$ cat src/rtl/sae_pkg.sv
/*
  Package for the serial absolute encoder port: timing constants, widths,
  code selection and the packed structs that carry position data.
  Assumes a single 10 MHz core clock; all times convert from it.
*/
package sae_pkg;

  // ----------------------------------------------------------------------
  // Clock and timing
  // ----------------------------------------------------------------------
  localparam int CLK_HZ = 10_000_000;          // Core clock rate in hertz.
  localparam int MONOFLOP_NS = 15_000;         // Repeat window, longest, ns.
  localparam int MONOFLOP_CYC = (MONOFLOP_NS / 100 < 1) ? 1 : MONOFLOP_NS / 100;
  localparam int SET_DELAY_US = 1_000;         // Preset input delay, us.
  localparam int SET_DELAY_CYC = SET_DELAY_US * (CLK_HZ / 1_000_000);
  localparam int SET_BUSY_MS = 200;            // Preset processing time, ms.
  localparam int SET_BUSY_CYC = SET_BUSY_MS * (CLK_HZ / 1_000);
  localparam int DIR_DELAY_US = 1_000;         // Direction response, us.
  localparam int DIR_DELAY_CYC = DIR_DELAY_US * (CLK_HZ / 1_000_000);
  localparam int POWERON_MS = 150;             // Power-on settle time, ms.
  localparam int POWERON_CYC = POWERON_MS * (CLK_HZ / 1_000);
  localparam int REFRESH_US = 2_000;           // Position refresh period, us.
  localparam int REFRESH_CYC = REFRESH_US * (CLK_HZ / 1_000_000);

  // ----------------------------------------------------------------------
  // Word layout
  // ----------------------------------------------------------------------
  localparam int TURN_W = 24;                  // Revolution count width.
  localparam int ANGLE_W = 14;                 // Widest in-turn resolution.
  localparam int POS_W = TURN_W + ANGLE_W;     // Full position word width.
  localparam int CNT_W = 32;                   // Width of timing counters.
  localparam logic CODE_GRAY = 1'b1;           // Code select: Gray.
  localparam logic CODE_BIN = 1'b0;            // Code select: binary.

  // Position word as sent: turns above angle.
  typedef struct packed {
    logic [TURN_W-1:0] turns;
    logic [ANGLE_W-1:0] angle;
  } sae_pos_s;

  // Frame shifter states.
  typedef enum logic [1:0] {
    SAE_IDLE,
    SAE_SHIFT,
    SAE_MONO
  } sae_state_e;

endpackage : sae_pkg

$ cat src/rtl/sae_encoder_port.sv
/*
  Slave end of a synchronous serial absolute position link for a multiturn
  encoder: preset and direction inputs, periodic sampling, a sample FIFO,
  and the frame shifter with monoflop repeat.
  Assumes the master clock, preset and direction arrive asynchronously and
  the raw shaft count comes from same-clock sensor logic.
*/
//
// What this block does
// - Burst inside monoflop resends previous word.
// - Burst after monoflop sends fresh sample.
// - Word holds 24 turn, 10-14 angle bits.
// - Preset input high zeroes the position.
// - New position readable at the next 2 ms refresh after one millisecond.
// - Preset processing busy two hundred milliseconds.
// - Direction high makes counterclockwise count up.
// - Direction change applies after one millisecond.
// - Data invalid for 150 ms after power-up.
`timescale 1ns/1ns
module sae_encoder_port import sae_pkg::*; #(
  parameter int ANGLE_BITS = 14,
  parameter logic GRAY_CODE = CODE_GRAY,
  parameter int POWERON_CYCLES = POWERON_CYC,
  parameter int SET_BUSY_CYCLES = SET_BUSY_CYC,
  parameter int SET_DELAY_CYCLES = SET_DELAY_CYC,
  parameter int DIR_DELAY_CYCLES = DIR_DELAY_CYC,
  parameter int REFRESH_CYCLES = REFRESH_CYC,
  parameter int FIFO_DEPTH = 8
) (
  // Clock and reset.
  input wire logic clk,
  input wire logic rst_n,
  // Raw shaft counter from the sensor front end, clockwise increasing.
  input wire sae_pos_s raw_pos,
  // Serial link pins.
  input wire logic ssi_clk,
  output logic ssi_data,
  // Control pins.
  input wire logic preset_in,
  input wire logic dir_in,
  // Status.
  output logic data_valid,
  output logic preset_busy
);

  // ----------------------------------------------------------------------
  // Input synchronisers
  // ----------------------------------------------------------------------
  logic [2:0] s1_reg, s2_reg;                 // Two stages: clk, preset, dir.
  logic sclk_d_reg;                           // Delayed clock for edge find.
  // Every pin passes two flip-flops before logic reads it. The reset value
  // of each stage is the idle level of its pin: the link clock idles high,
  // preset and direction idle low. A reset value that differed would show
  // a false preset or a false direction change just after reset.
  always_ff @(posedge clk or negedge rst_n) begin
    if (!rst_n) begin
      s1_reg <= 3'h4;
      s2_reg <= 3'h4;
      sclk_d_reg <= 1'b1;
    end else begin
      s1_reg <= {ssi_clk, preset_in, dir_in};
      s2_reg <= s1_reg;
      sclk_d_reg <= s2_reg[2];
    end
  end
  // Edges of the link clock, one core cycle wide. The link clock is far
  // slower than the core clock, so no edge is ever missed; the cost is a
  // latency of about three core cycles on every link edge.
  logic sclk_fall, sclk_rise;
  assign sclk_fall = sclk_d_reg && !s2_reg[2];
  assign sclk_rise = !sclk_d_reg && s2_reg[2];

  // Gray conversion, applied to outgoing words when GRAY_CODE is set.
  function automatic logic [POS_W-1:0] to_gray(input logic [POS_W-1:0] b);
    to_gray = b ^ (b >> 1);
  endfunction : to_gray

  // ----------------------------------------------------------------------
  // Timers: power-on, preset filter, preset busy, direction, refresh
  // ----------------------------------------------------------------------
  logic [CNT_W-1:0] pon_reg, pon_next;
  logic [CNT_W-1:0] setf_reg, setf_next;
  logic [CNT_W-1:0] busy_reg, busy_next;
  logic [CNT_W-1:0] dirf_reg, dirf_next;
  logic [CNT_W-1:0] ref_reg, ref_next;
  logic dir_reg, dir_next;                    // Applied direction.
  logic [POS_W-1:0] offs_reg, offs_next;      // Preset offset.
  logic set_done_reg, set_done_next;          // Preset taken this high level.
  logic tick;                                 // One-cycle refresh enable.
  logic [POS_W-1:0] raw_dir;

  assign tick = (ref_reg == '0);
  // Reverse the count sense when counterclockwise is selected.
  assign raw_dir = dir_reg ? (~raw_pos + 1'b1) : raw_pos;

  // Next values for all timers and control state.
  // The power-on timer counts down once and then rests at zero, which is
  // what makes data valid. The refresh timer runs freely and makes the
  // one-cycle sample enable. The busy timer is loaded by a preset.
  always_comb begin
    pon_next = (pon_reg != '0) ? pon_reg - 1'b1 : pon_reg;
    ref_next = tick ? CNT_W'(REFRESH_CYCLES - 1) : ref_reg - 1'b1;
    busy_next = (busy_reg != '0) ? busy_reg - 1'b1 : busy_reg;
    setf_next = setf_reg;
    set_done_next = set_done_reg;
    offs_next = offs_reg;
    dirf_next = dirf_reg;
    dir_next = dir_reg;
    // The preset triggers after the input delay and is taken once per high
    // level; the master's longer hold only keeps it asserted.
    if (!s2_reg[1]) begin
      setf_next = '0;
      set_done_next = 1'b0;
    end else if (!set_done_reg) begin
      // The new zero shows in the very next refresh sample after the delay.
      if (setf_reg == CNT_W'(SET_DELAY_CYCLES - 1)) begin
        offs_next = raw_dir;
        set_done_next = 1'b1;
        busy_next = CNT_W'(SET_BUSY_CYCLES);
      end else begin
        setf_next = setf_reg + 1'b1;
      end
    end
    // Direction follows its pin after a short filter.
    if (s2_reg[0] == dir_reg) begin
      dirf_next = '0;
    end else if (dirf_reg == CNT_W'(DIR_DELAY_CYCLES - 1)) begin
      dir_next = s2_reg[0];
      // Reversing the sense negates the reported word, so the offset is
      // negated with it: a zero set by a preset stays at the same shaft
      // position whichever way the count runs.
      offs_next = ~offs_reg + 1'b1;
      dirf_next = '0;
    end else begin
      dirf_next = dirf_reg + 1'b1;
    end
  end

  always_ff @(posedge clk or negedge rst_n) begin
    if (!rst_n) begin
      pon_reg <= CNT_W'(POWERON_CYCLES);
      setf_reg <= '0;
      busy_reg <= '0;
      dirf_reg <= '0;
      ref_reg <= '0;
      dir_reg <= 1'b0;
      offs_reg <= '0;
      set_done_reg <= 1'b0;
    end else begin
      pon_reg <= pon_next;
      setf_reg <= setf_next;
      busy_reg <= busy_next;
      dirf_reg <= dirf_next;
      ref_reg <= ref_next;
      dir_reg <= dir_next;
      offs_reg <= offs_next;
      set_done_reg <= set_done_next;
    end
  end
  assign data_valid = (pon_reg == '0);
  assign preset_busy = (busy_reg != '0);

  // ----------------------------------------------------------------------
  // Sample FIFO: periodic samples queue here, the shifter drains them
  // ----------------------------------------------------------------------
  logic [POS_W-1:0] samp;
  logic fifo_in_ready, fifo_out_valid, fifo_pop;
  logic [POS_W-1:0] fifo_out;
  // Masking the angle below the ordered resolution keeps the word MSB-aligned.
  assign samp = (raw_dir - offs_reg) & {{TURN_W{1'b1}},
    ANGLE_W'({ANGLE_W{1'b1}} << (ANGLE_W - ANGLE_BITS))};

  sae_fifo #(.WIDTH(POS_W), .DEPTH(FIFO_DEPTH)) u_fifo (
    .clk(clk),
    .rst_n(rst_n),
    .in_valid(tick && fifo_in_ready),
    .in_ready(fifo_in_ready),
    .in_data(samp),
    .out_valid(fifo_out_valid),
    .out_ready(fifo_pop),
    .out_data(fifo_out)
  );

  // ----------------------------------------------------------------------
  // Frame shifter
  // ----------------------------------------------------------------------
  sae_state_e st_reg, st_next;
  logic [POS_W-1:0] fresh_reg, fresh_next;    // Newest drained sample.
  logic [POS_W-1:0] last_reg, last_next;      // Word of the last frame.
  logic [POS_W-1:0] sh_reg, sh_next;          // Shift register.
  logic [CNT_W-1:0] mono_reg, mono_next;      // Quiet-time counter.
  logic out_reg, out_next;

  // Drain all queued samples so the freshest is always at hand.
  // The queue never fills in practice, since it is drained every cycle;
  // it decouples the refresh enable from the shifter's own timing.
  assign fifo_pop = fifo_out_valid;

  // Frame shifter next state. A falling link edge in idle latches the word,
  // each rising edge puts the next bit out, and the quiet-time counter
  // decides when a burst is over. A new burst before that time resends
  // the previous word; after it the shifter is idle and latches anew.
  // Limitation: the repeat test uses a fixed count of quiet core cycles,
  // so a link clock slower than the monoflop time would end a frame early.
  always_comb begin
    st_next = st_reg;
    fresh_next = fifo_out_valid ? fifo_out : fresh_reg;
    last_next = last_reg;
    sh_next = sh_reg;
    mono_next = mono_reg;
    out_next = out_reg;
    case (st_reg)
      SAE_IDLE: begin
        out_next = 1'b1;
        if (sclk_fall) begin
          // First edge latches a fresh sample.
          last_next = GRAY_CODE ? to_gray(fresh_reg) : fresh_reg;
          sh_next = last_next;
          st_next = SAE_SHIFT;
          mono_next = '0;
        end
      end
      SAE_SHIFT: begin
        if (sclk_rise) begin
          out_next = sh_reg[POS_W-1];
          sh_next = {sh_reg[POS_W-2:0], 1'b0};
          mono_next = '0;
        end else if (mono_reg == CNT_W'(MONOFLOP_CYC)) begin
          st_next = SAE_IDLE;
        end else begin
          mono_next = mono_reg + 1'b1;
          if (sclk_fall) begin
            mono_next = '0;
          end
        end
        if (mono_reg > CNT_W'(4) && sclk_fall) begin
          sh_next = last_reg;
        end
      end
      default: begin
        st_next = SAE_IDLE;
      end
    endcase
  end

  always_ff @(posedge clk or negedge rst_n) begin
    if (!rst_n) begin
      st_reg <= SAE_IDLE;
      fresh_reg <= '0;
      last_reg <= '0;
      sh_reg <= '0;
      mono_reg <= '0;
      out_reg <= 1'b1;
    end else begin
      st_reg <= st_next;
      fresh_reg <= fresh_next;
      last_reg <= last_next;
      sh_reg <= sh_next;
      mono_reg <= mono_next;
      out_reg <= out_next;
    end
  end
  assign ssi_data = out_reg;

  // ----------------------------------------------------------------------
  // Checks
  // ----------------------------------------------------------------------
  a_idle_data_high: assert property (@(posedge clk) disable iff (!rst_n)
    (st_reg == SAE_IDLE) |=> ssi_data) else $error("Data not high in idle.");
  a_busy_after_set: assert property (@(posedge clk) disable iff (!rst_n)
    (!set_done_reg && set_done_next) |=> preset_busy[*8])
    else $error("Preset busy not held.");
  a_valid_stays: assert property (@(posedge clk) disable iff (!rst_n)
    data_valid |=> data_valid) else $error("Valid dropped.");
  a_tick_loads: assert property (@(posedge clk) disable iff (!rst_n)
    tick |=> (ref_reg == CNT_W'(REFRESH_CYCLES - 1))) else $error("Refresh lost.");
  a_latch_fresh: assert property (@(posedge clk) disable iff (!rst_n)
    (st_reg == SAE_IDLE && sclk_fall) |=> (st_reg == SAE_SHIFT))
    else $error("Burst not started.");
  // Once the quiet time has run out the shifter must fall back to idle, so
  // that the next burst carries a fresh sample rather than the old word.
  a_mono_expiry: assert property (@(posedge clk) disable iff (!rst_n)
    (st_reg == SAE_SHIFT && mono_reg == CNT_W'(MONOFLOP_CYC) && !sclk_rise)
    |=> (st_reg == SAE_IDLE)) else $error("Monoflop did not expire.");
endmodule : sae_encoder_port

$ cat src/rtl/sae_fifo.sv
/*
  Small flip-flop FIFO with valid/ready on both sides.
  Assumes a single clock domain and asynchronous active-low reset.
*/
`timescale 1ns/1ns
module sae_fifo #(
  parameter int WIDTH = 38,
  parameter int DEPTH = 8
) (
  // Clock and reset.
  input wire logic clk,
  input wire logic rst_n,
  // Filling side.
  input wire logic in_valid,
  output logic in_ready,
  input wire logic [WIDTH-1:0] in_data,
  // Draining side.
  output logic out_valid,
  input wire logic out_ready,
  output logic [WIDTH-1:0] out_data
);
  localparam int AW = $clog2(DEPTH);

  // ----------------------------------------------------------------------
  // Storage and pointers
  // ----------------------------------------------------------------------
  logic [WIDTH-1:0] mem_reg [DEPTH];          // Word storage.
  logic [AW-1:0] wr_reg, wr_next;             // Write index.
  logic [AW-1:0] rd_reg, rd_next;             // Read index.
  logic [AW:0] cnt_reg, cnt_next;             // Fill level.
  logic push, pop;

  // Handshakes come straight from the fill level.
  assign in_ready = (cnt_reg != (AW+1)'(DEPTH)) ? 1'b1 : 1'b0;
  assign out_valid = (cnt_reg != '0);
  assign out_data = mem_reg[rd_reg];
  assign push = in_valid && in_ready;
  assign pop = out_valid && out_ready;

  // Next pointer and level values.
  always_comb begin
    wr_next = push ? ((wr_reg == AW'(DEPTH-1)) ? '0 : wr_reg + 1'b1) : wr_reg;
    rd_next = pop ? ((rd_reg == AW'(DEPTH-1)) ? '0 : rd_reg + 1'b1) : rd_reg;
    cnt_next = cnt_reg + (AW+1)'(push) - (AW+1)'(pop);
  end

  // Register pointers; storage holds no reset to keep it cheap.
  always_ff @(posedge clk or negedge rst_n) begin
    if (!rst_n) begin
      wr_reg <= '0;
      rd_reg <= '0;
      cnt_reg <= '0;
    end else begin
      wr_reg <= wr_next;
      rd_reg <= rd_next;
      cnt_reg <= cnt_next;
    end
  end

  always_ff @(posedge clk) begin
    if (push) begin
      mem_reg[wr_reg] <= in_data;
    end
  end
endmodule : sae_fifo

$ cat config.mk
export PLATFORM = sky130hd
export DESIGN_NAME = sae_encoder_port
export DESIGN_NICKNAME = d
export VERILOG_FILES = /design/src/rtl/sae_pkg.sv /design/src/rtl/sae_encoder_port.sv /design/src/rtl/sae_fifo.sv
export SDC_FILE = /design/constraint.sdc
export NUM_CORES = 1
export LEC_CHECK = 0
export BUFFER_PORTS_ARGS = -buffer_cell sky130_fd_sc_hd__buf_2
export CORE_MARGIN = 2
export CORE_UTILIZATION = 63
export DETAILED_ROUTE_END_ITERATION = 7
export PLACE_DENSITY = 0.82
export SETUP_SLACK_MARGIN = 0.2
export SYNTH_ARGS = -nofsm -noshare
export SYNTH_HDL_FRONTEND = slang
export SYNTH_SLANG_ARGS = --single-unit
export TNS_END_PERCENT = 10
$ cat constraint.sdc
create_clock -name clk -period 8.53 [get_ports clk]
set_input_delay 1.706 -clock clk [delete_from_list [all_inputs] [get_ports clk]]
set_output_delay 1.706 -clock clk [all_outputs]
set_load 0.02 [all_outputs]
==> results.tsv <==
stage	metric	value	unit
run_status	outcome	finished, final reports clean	
timing	Final Setup Violations	0	
critical_path	CP cell instances	buf_2, or3_1, or3b_1, or2_2, o31ai_1, nand2_1, xor2_1, ha_1, a21oi_1, o21ai_0, a21oi_1, nor2_1, a2111oi_0, o21a_1, nor3_1, a211oi_1	
timing	Final Cycle Share	72.8	%
logic_synthesis	Netlist cell types	79	
pwr	sw frac	24.2	%
pwr	Flop pwr share	49.5	%
global_routing	met3 GRT Util	4.88	%
critical_path	Worst Path Arrival	6.49	ns
global_routing	antenna violations before repair	0	
die	die height	230	um
critical_path	cell family with most CP delay	compound AO/OA/AOI/OAI gates	
logic_synthesis	synthesis-stage register bit count	669	
clocking	hold_buf cts	0	
drt	TritonRoute pass-1 iters	5	
logic_synthesis	top cell type's share of synthesized area	28.5	%
final_layout	area delta synth->final	10.4	%
logic_synthesis	Post-synth top cells	351 x dfrtp_1, 304 x edfxtp_1, 255 x nand2_1, 207 x nor2_1, 196 x o21ai_0	
pwr	net switching power	1.84	mW
critical_path	Crit path largest cell delay	0.72	ns
clocking	clock sinks	669	
logic_synthesis	top cells by area, synth	edfxtp_1 28%, dfrtp_1 27%, mux4_2 5.3%, xnor2_1 4.0%, o21ai_0 3.1%	
pwr	internal power	5.76	mW
timing	Slew headroom	13.6	%
clocking	post-cts sizing count	0	
die	core area	50200	sq um
placement	PortBufs	45	
placement	HPWL after DPL	42500	um
die	initial core utilization	63.9	%
timing	Final Critical Period	6.21	ns
final_layout	nets@finish	2861	
final_layout	fill count	3227	
pwr	pwr/cell area	215	nW/um^2
timing	Final Hold Viols	0	
die	Top Ports	46	
drt	vias per std cell	6.37	
logic_synthesis	synthesized instance count	2722	
critical_path	startpoint types	primary input	
critical_path	WP buf/inv	1	
logic_synthesis	Net Count, Synth	2825	
timing	setup TNS	0	ns
clocking	Worst-Skew Late Latency	0.62	ns
final_layout	final core utilization	70.6	%
global_routing	vias in the first global route	22700	
critical_path	required time of the critical path	8.81	ns
final_layout	ANT cells	0	
global_routing	largest net degree at the start of global routing	139	
hold_path	worst min-delay path class	reg -> reg	
final_layout	layout cells sized above 1	12.9	%
pwr	Peak VDD IR	165	uV
critical_path	Most Frequent Cell on Critical Path	a21oi_1	
drt	DRT antenna net count	0	
drt	drt drc	0	
drt	DRT iter0 DRCs	2362	
global_routing	first-pass GRT wire length	120000	um
logic_synthesis	cell accounting for the most synthesized area	edfxtp_1	
clocking	CTS H-tree depth	3	
global_routing	total gr overflow	0	
logic_synthesis	Yosys Warn Count	0	
global_routing	GRT Util Overall	28.4	%
logic_synthesis	predominant post-synthesis flop cell	dfrtp_1	
critical_path	critical path type	in -> reg	
die	standard-cell rows	82	
clocking	root buffer cell	clkbuf_16	
drt	final wirelength	73000	um
logic_synthesis	sequential cell area fraction in the yosys report	57.0	%
global_routing	busiest grt layer	met2	
timing	worst slew pin tran	1.30	ns
logic_synthesis	most repeated cell in the gate-level netlist after synthesis	dfrtp_1	
drt	DR WL/cell	20.9	um
clocking	Clock transition at path regs	0.06	ns
die	Die X-Extent	230	um
timing	max-slew violation count	0	
critical_path	Crit. End Element	flop	
timing	RSZ-0062 raised after global routing	false	
clocking	TritonCTS clock tree	yes	
global_routing	M1 GR Usage	37.4	%
clocking	CTS max path bufs	3	
final_layout	number of flip-flops under the largest register name	304	
pwr	part of the power in combinational logic	9.1	%
timing	FMAX	0.161	GHz
pwr	clock power share	41.4	%
logic_synthesis	Post-synth ARST share	54.6	%
placement	Final GP Congestion	0.876	
clocking	Post-CTS Setup Inserts	0	
pwr	Pleak	14.2	nW
logic_synthesis	Cell Area, Synth	32100	sq um
critical_path	Worst Path Max Fanout	8	
logic_synthesis	syn_area_per_cell	11.8	sq um
die	die area	52700	sq um
clocking	cts bufs inserted	70	
global_routing	GR Util met2	47.5	%
logic_synthesis	number of synthesized flops with an enable pin	304	
critical_path	slowest CP cell	a211oi_1	
timing	Fin Clk Skew	0.0334	ns
job	max cap viols	0	
drt	via count	22200	
## cell usage in the layout, fill, tap and decap left out, types with 45 or more instances in the layout
master and n:
a21oi_1 88, clkbuf_16 72, dfrtp_1 347, edfxtp_1 304
ha_1 58, inv_1 82, mux2i_1 67, mux4_2 76
nand2_1 255, nand3_1 90, nor2_1 204, nor3_1 85
nor4_1 45, o21ai_0 196, xnor2_1 146, xor2_1 104
## worst paths after layout
path                            cells past startpoint                    end  slack, ns  startpoint
worst max-delay path                               16  u_fifo.mem_reg[0][35]       2.32  raw_pos[4]
worst min-delay path                                0              s2_reg[1]       0.35   s1_reg[1]
worst max register to register                     10  u_fifo.mem_reg[1][33]       3.92     dir_reg
worst min register to register                      0              s2_reg[1]       0.35   s1_reg[1]
max in group asynchronous                           2              st_reg[0]       5.94       rst_n
min in group asynchronous                           1             ref_reg[6]       1.07       rst_n
## worst register-to-register path: stages, from the launching register on
cell and delay [ns]:
dfrtp_1 0.35, buf_4 0.24, o21ai_0 0.52, ha_1 0.34, nor2b_1 0.14, o31a_1 0.28, or2_2 0.33, a311o_1 0.34
a2111oi_0 0.72, nor3b_1 0.24, a311oi_1 0.79
## cells by family after synthesis
kind of cell	synth area share, %
AO/OA/AOI/OAI	8.35
XOR/XNOR	6.83
adder cells (fa/ha/maj)	2.39
buffers and inverters	2.30
flip-flops	57.0
multiplexers	8.98
AND/OR/NAND/NOR	14.1
## metal layers
layer | wire length (um) | vias up
met4 | 2500 | 0
met1 | 29300 | 11100
met2 | 36300 | 967
met3 | 4830 | 208
met5 | 0 | -
li1 | - | 9970
## cell type report
cell class / count / area [sq um] / share of cell area (%)
clock inverters: 29 / 362 / 1.02
well taps: 672 / 841 / 2.38
inverters: 83 / 312 / 0.880
flip-flops and latches: 669 / 18300 / 51.7
repair buffers: 77 / 488 / 1.38
clock buffers: 98 / 2000 / 5.65
multi-input cells: 1857 / 13100 / 37.0
## power by group through the flow
stage                     Clock (mW)  Sequential [mW]  Combinational (mW)
after floorplan                    0             3.77               0.488
after global placement             0             3.80               0.625
after detailed placement           0             3.81               0.671
after CTS                       3.19             3.76               0.692
after global routing            3.31             3.78               0.782
final                           3.15             3.76               0.692
## through the flow
step	hold slack [ns]	area, sq um	setup slack (ns)	instances	power, mW
after floorplan	0.331	32100	2.50	2722	4.26
after global placement	0.338	33000	2.00	3358	4.42
final	0.350	35400	2.32	3485	7.60
after detailed placement	0.341	33000	1.79	3358	4.49
after CTS	0.354	35400	2.40	3485	7.64
after global routing	0.357	35400	1.85	3485	7.88
Note: power is estimated with default switching activity, not from simulation.
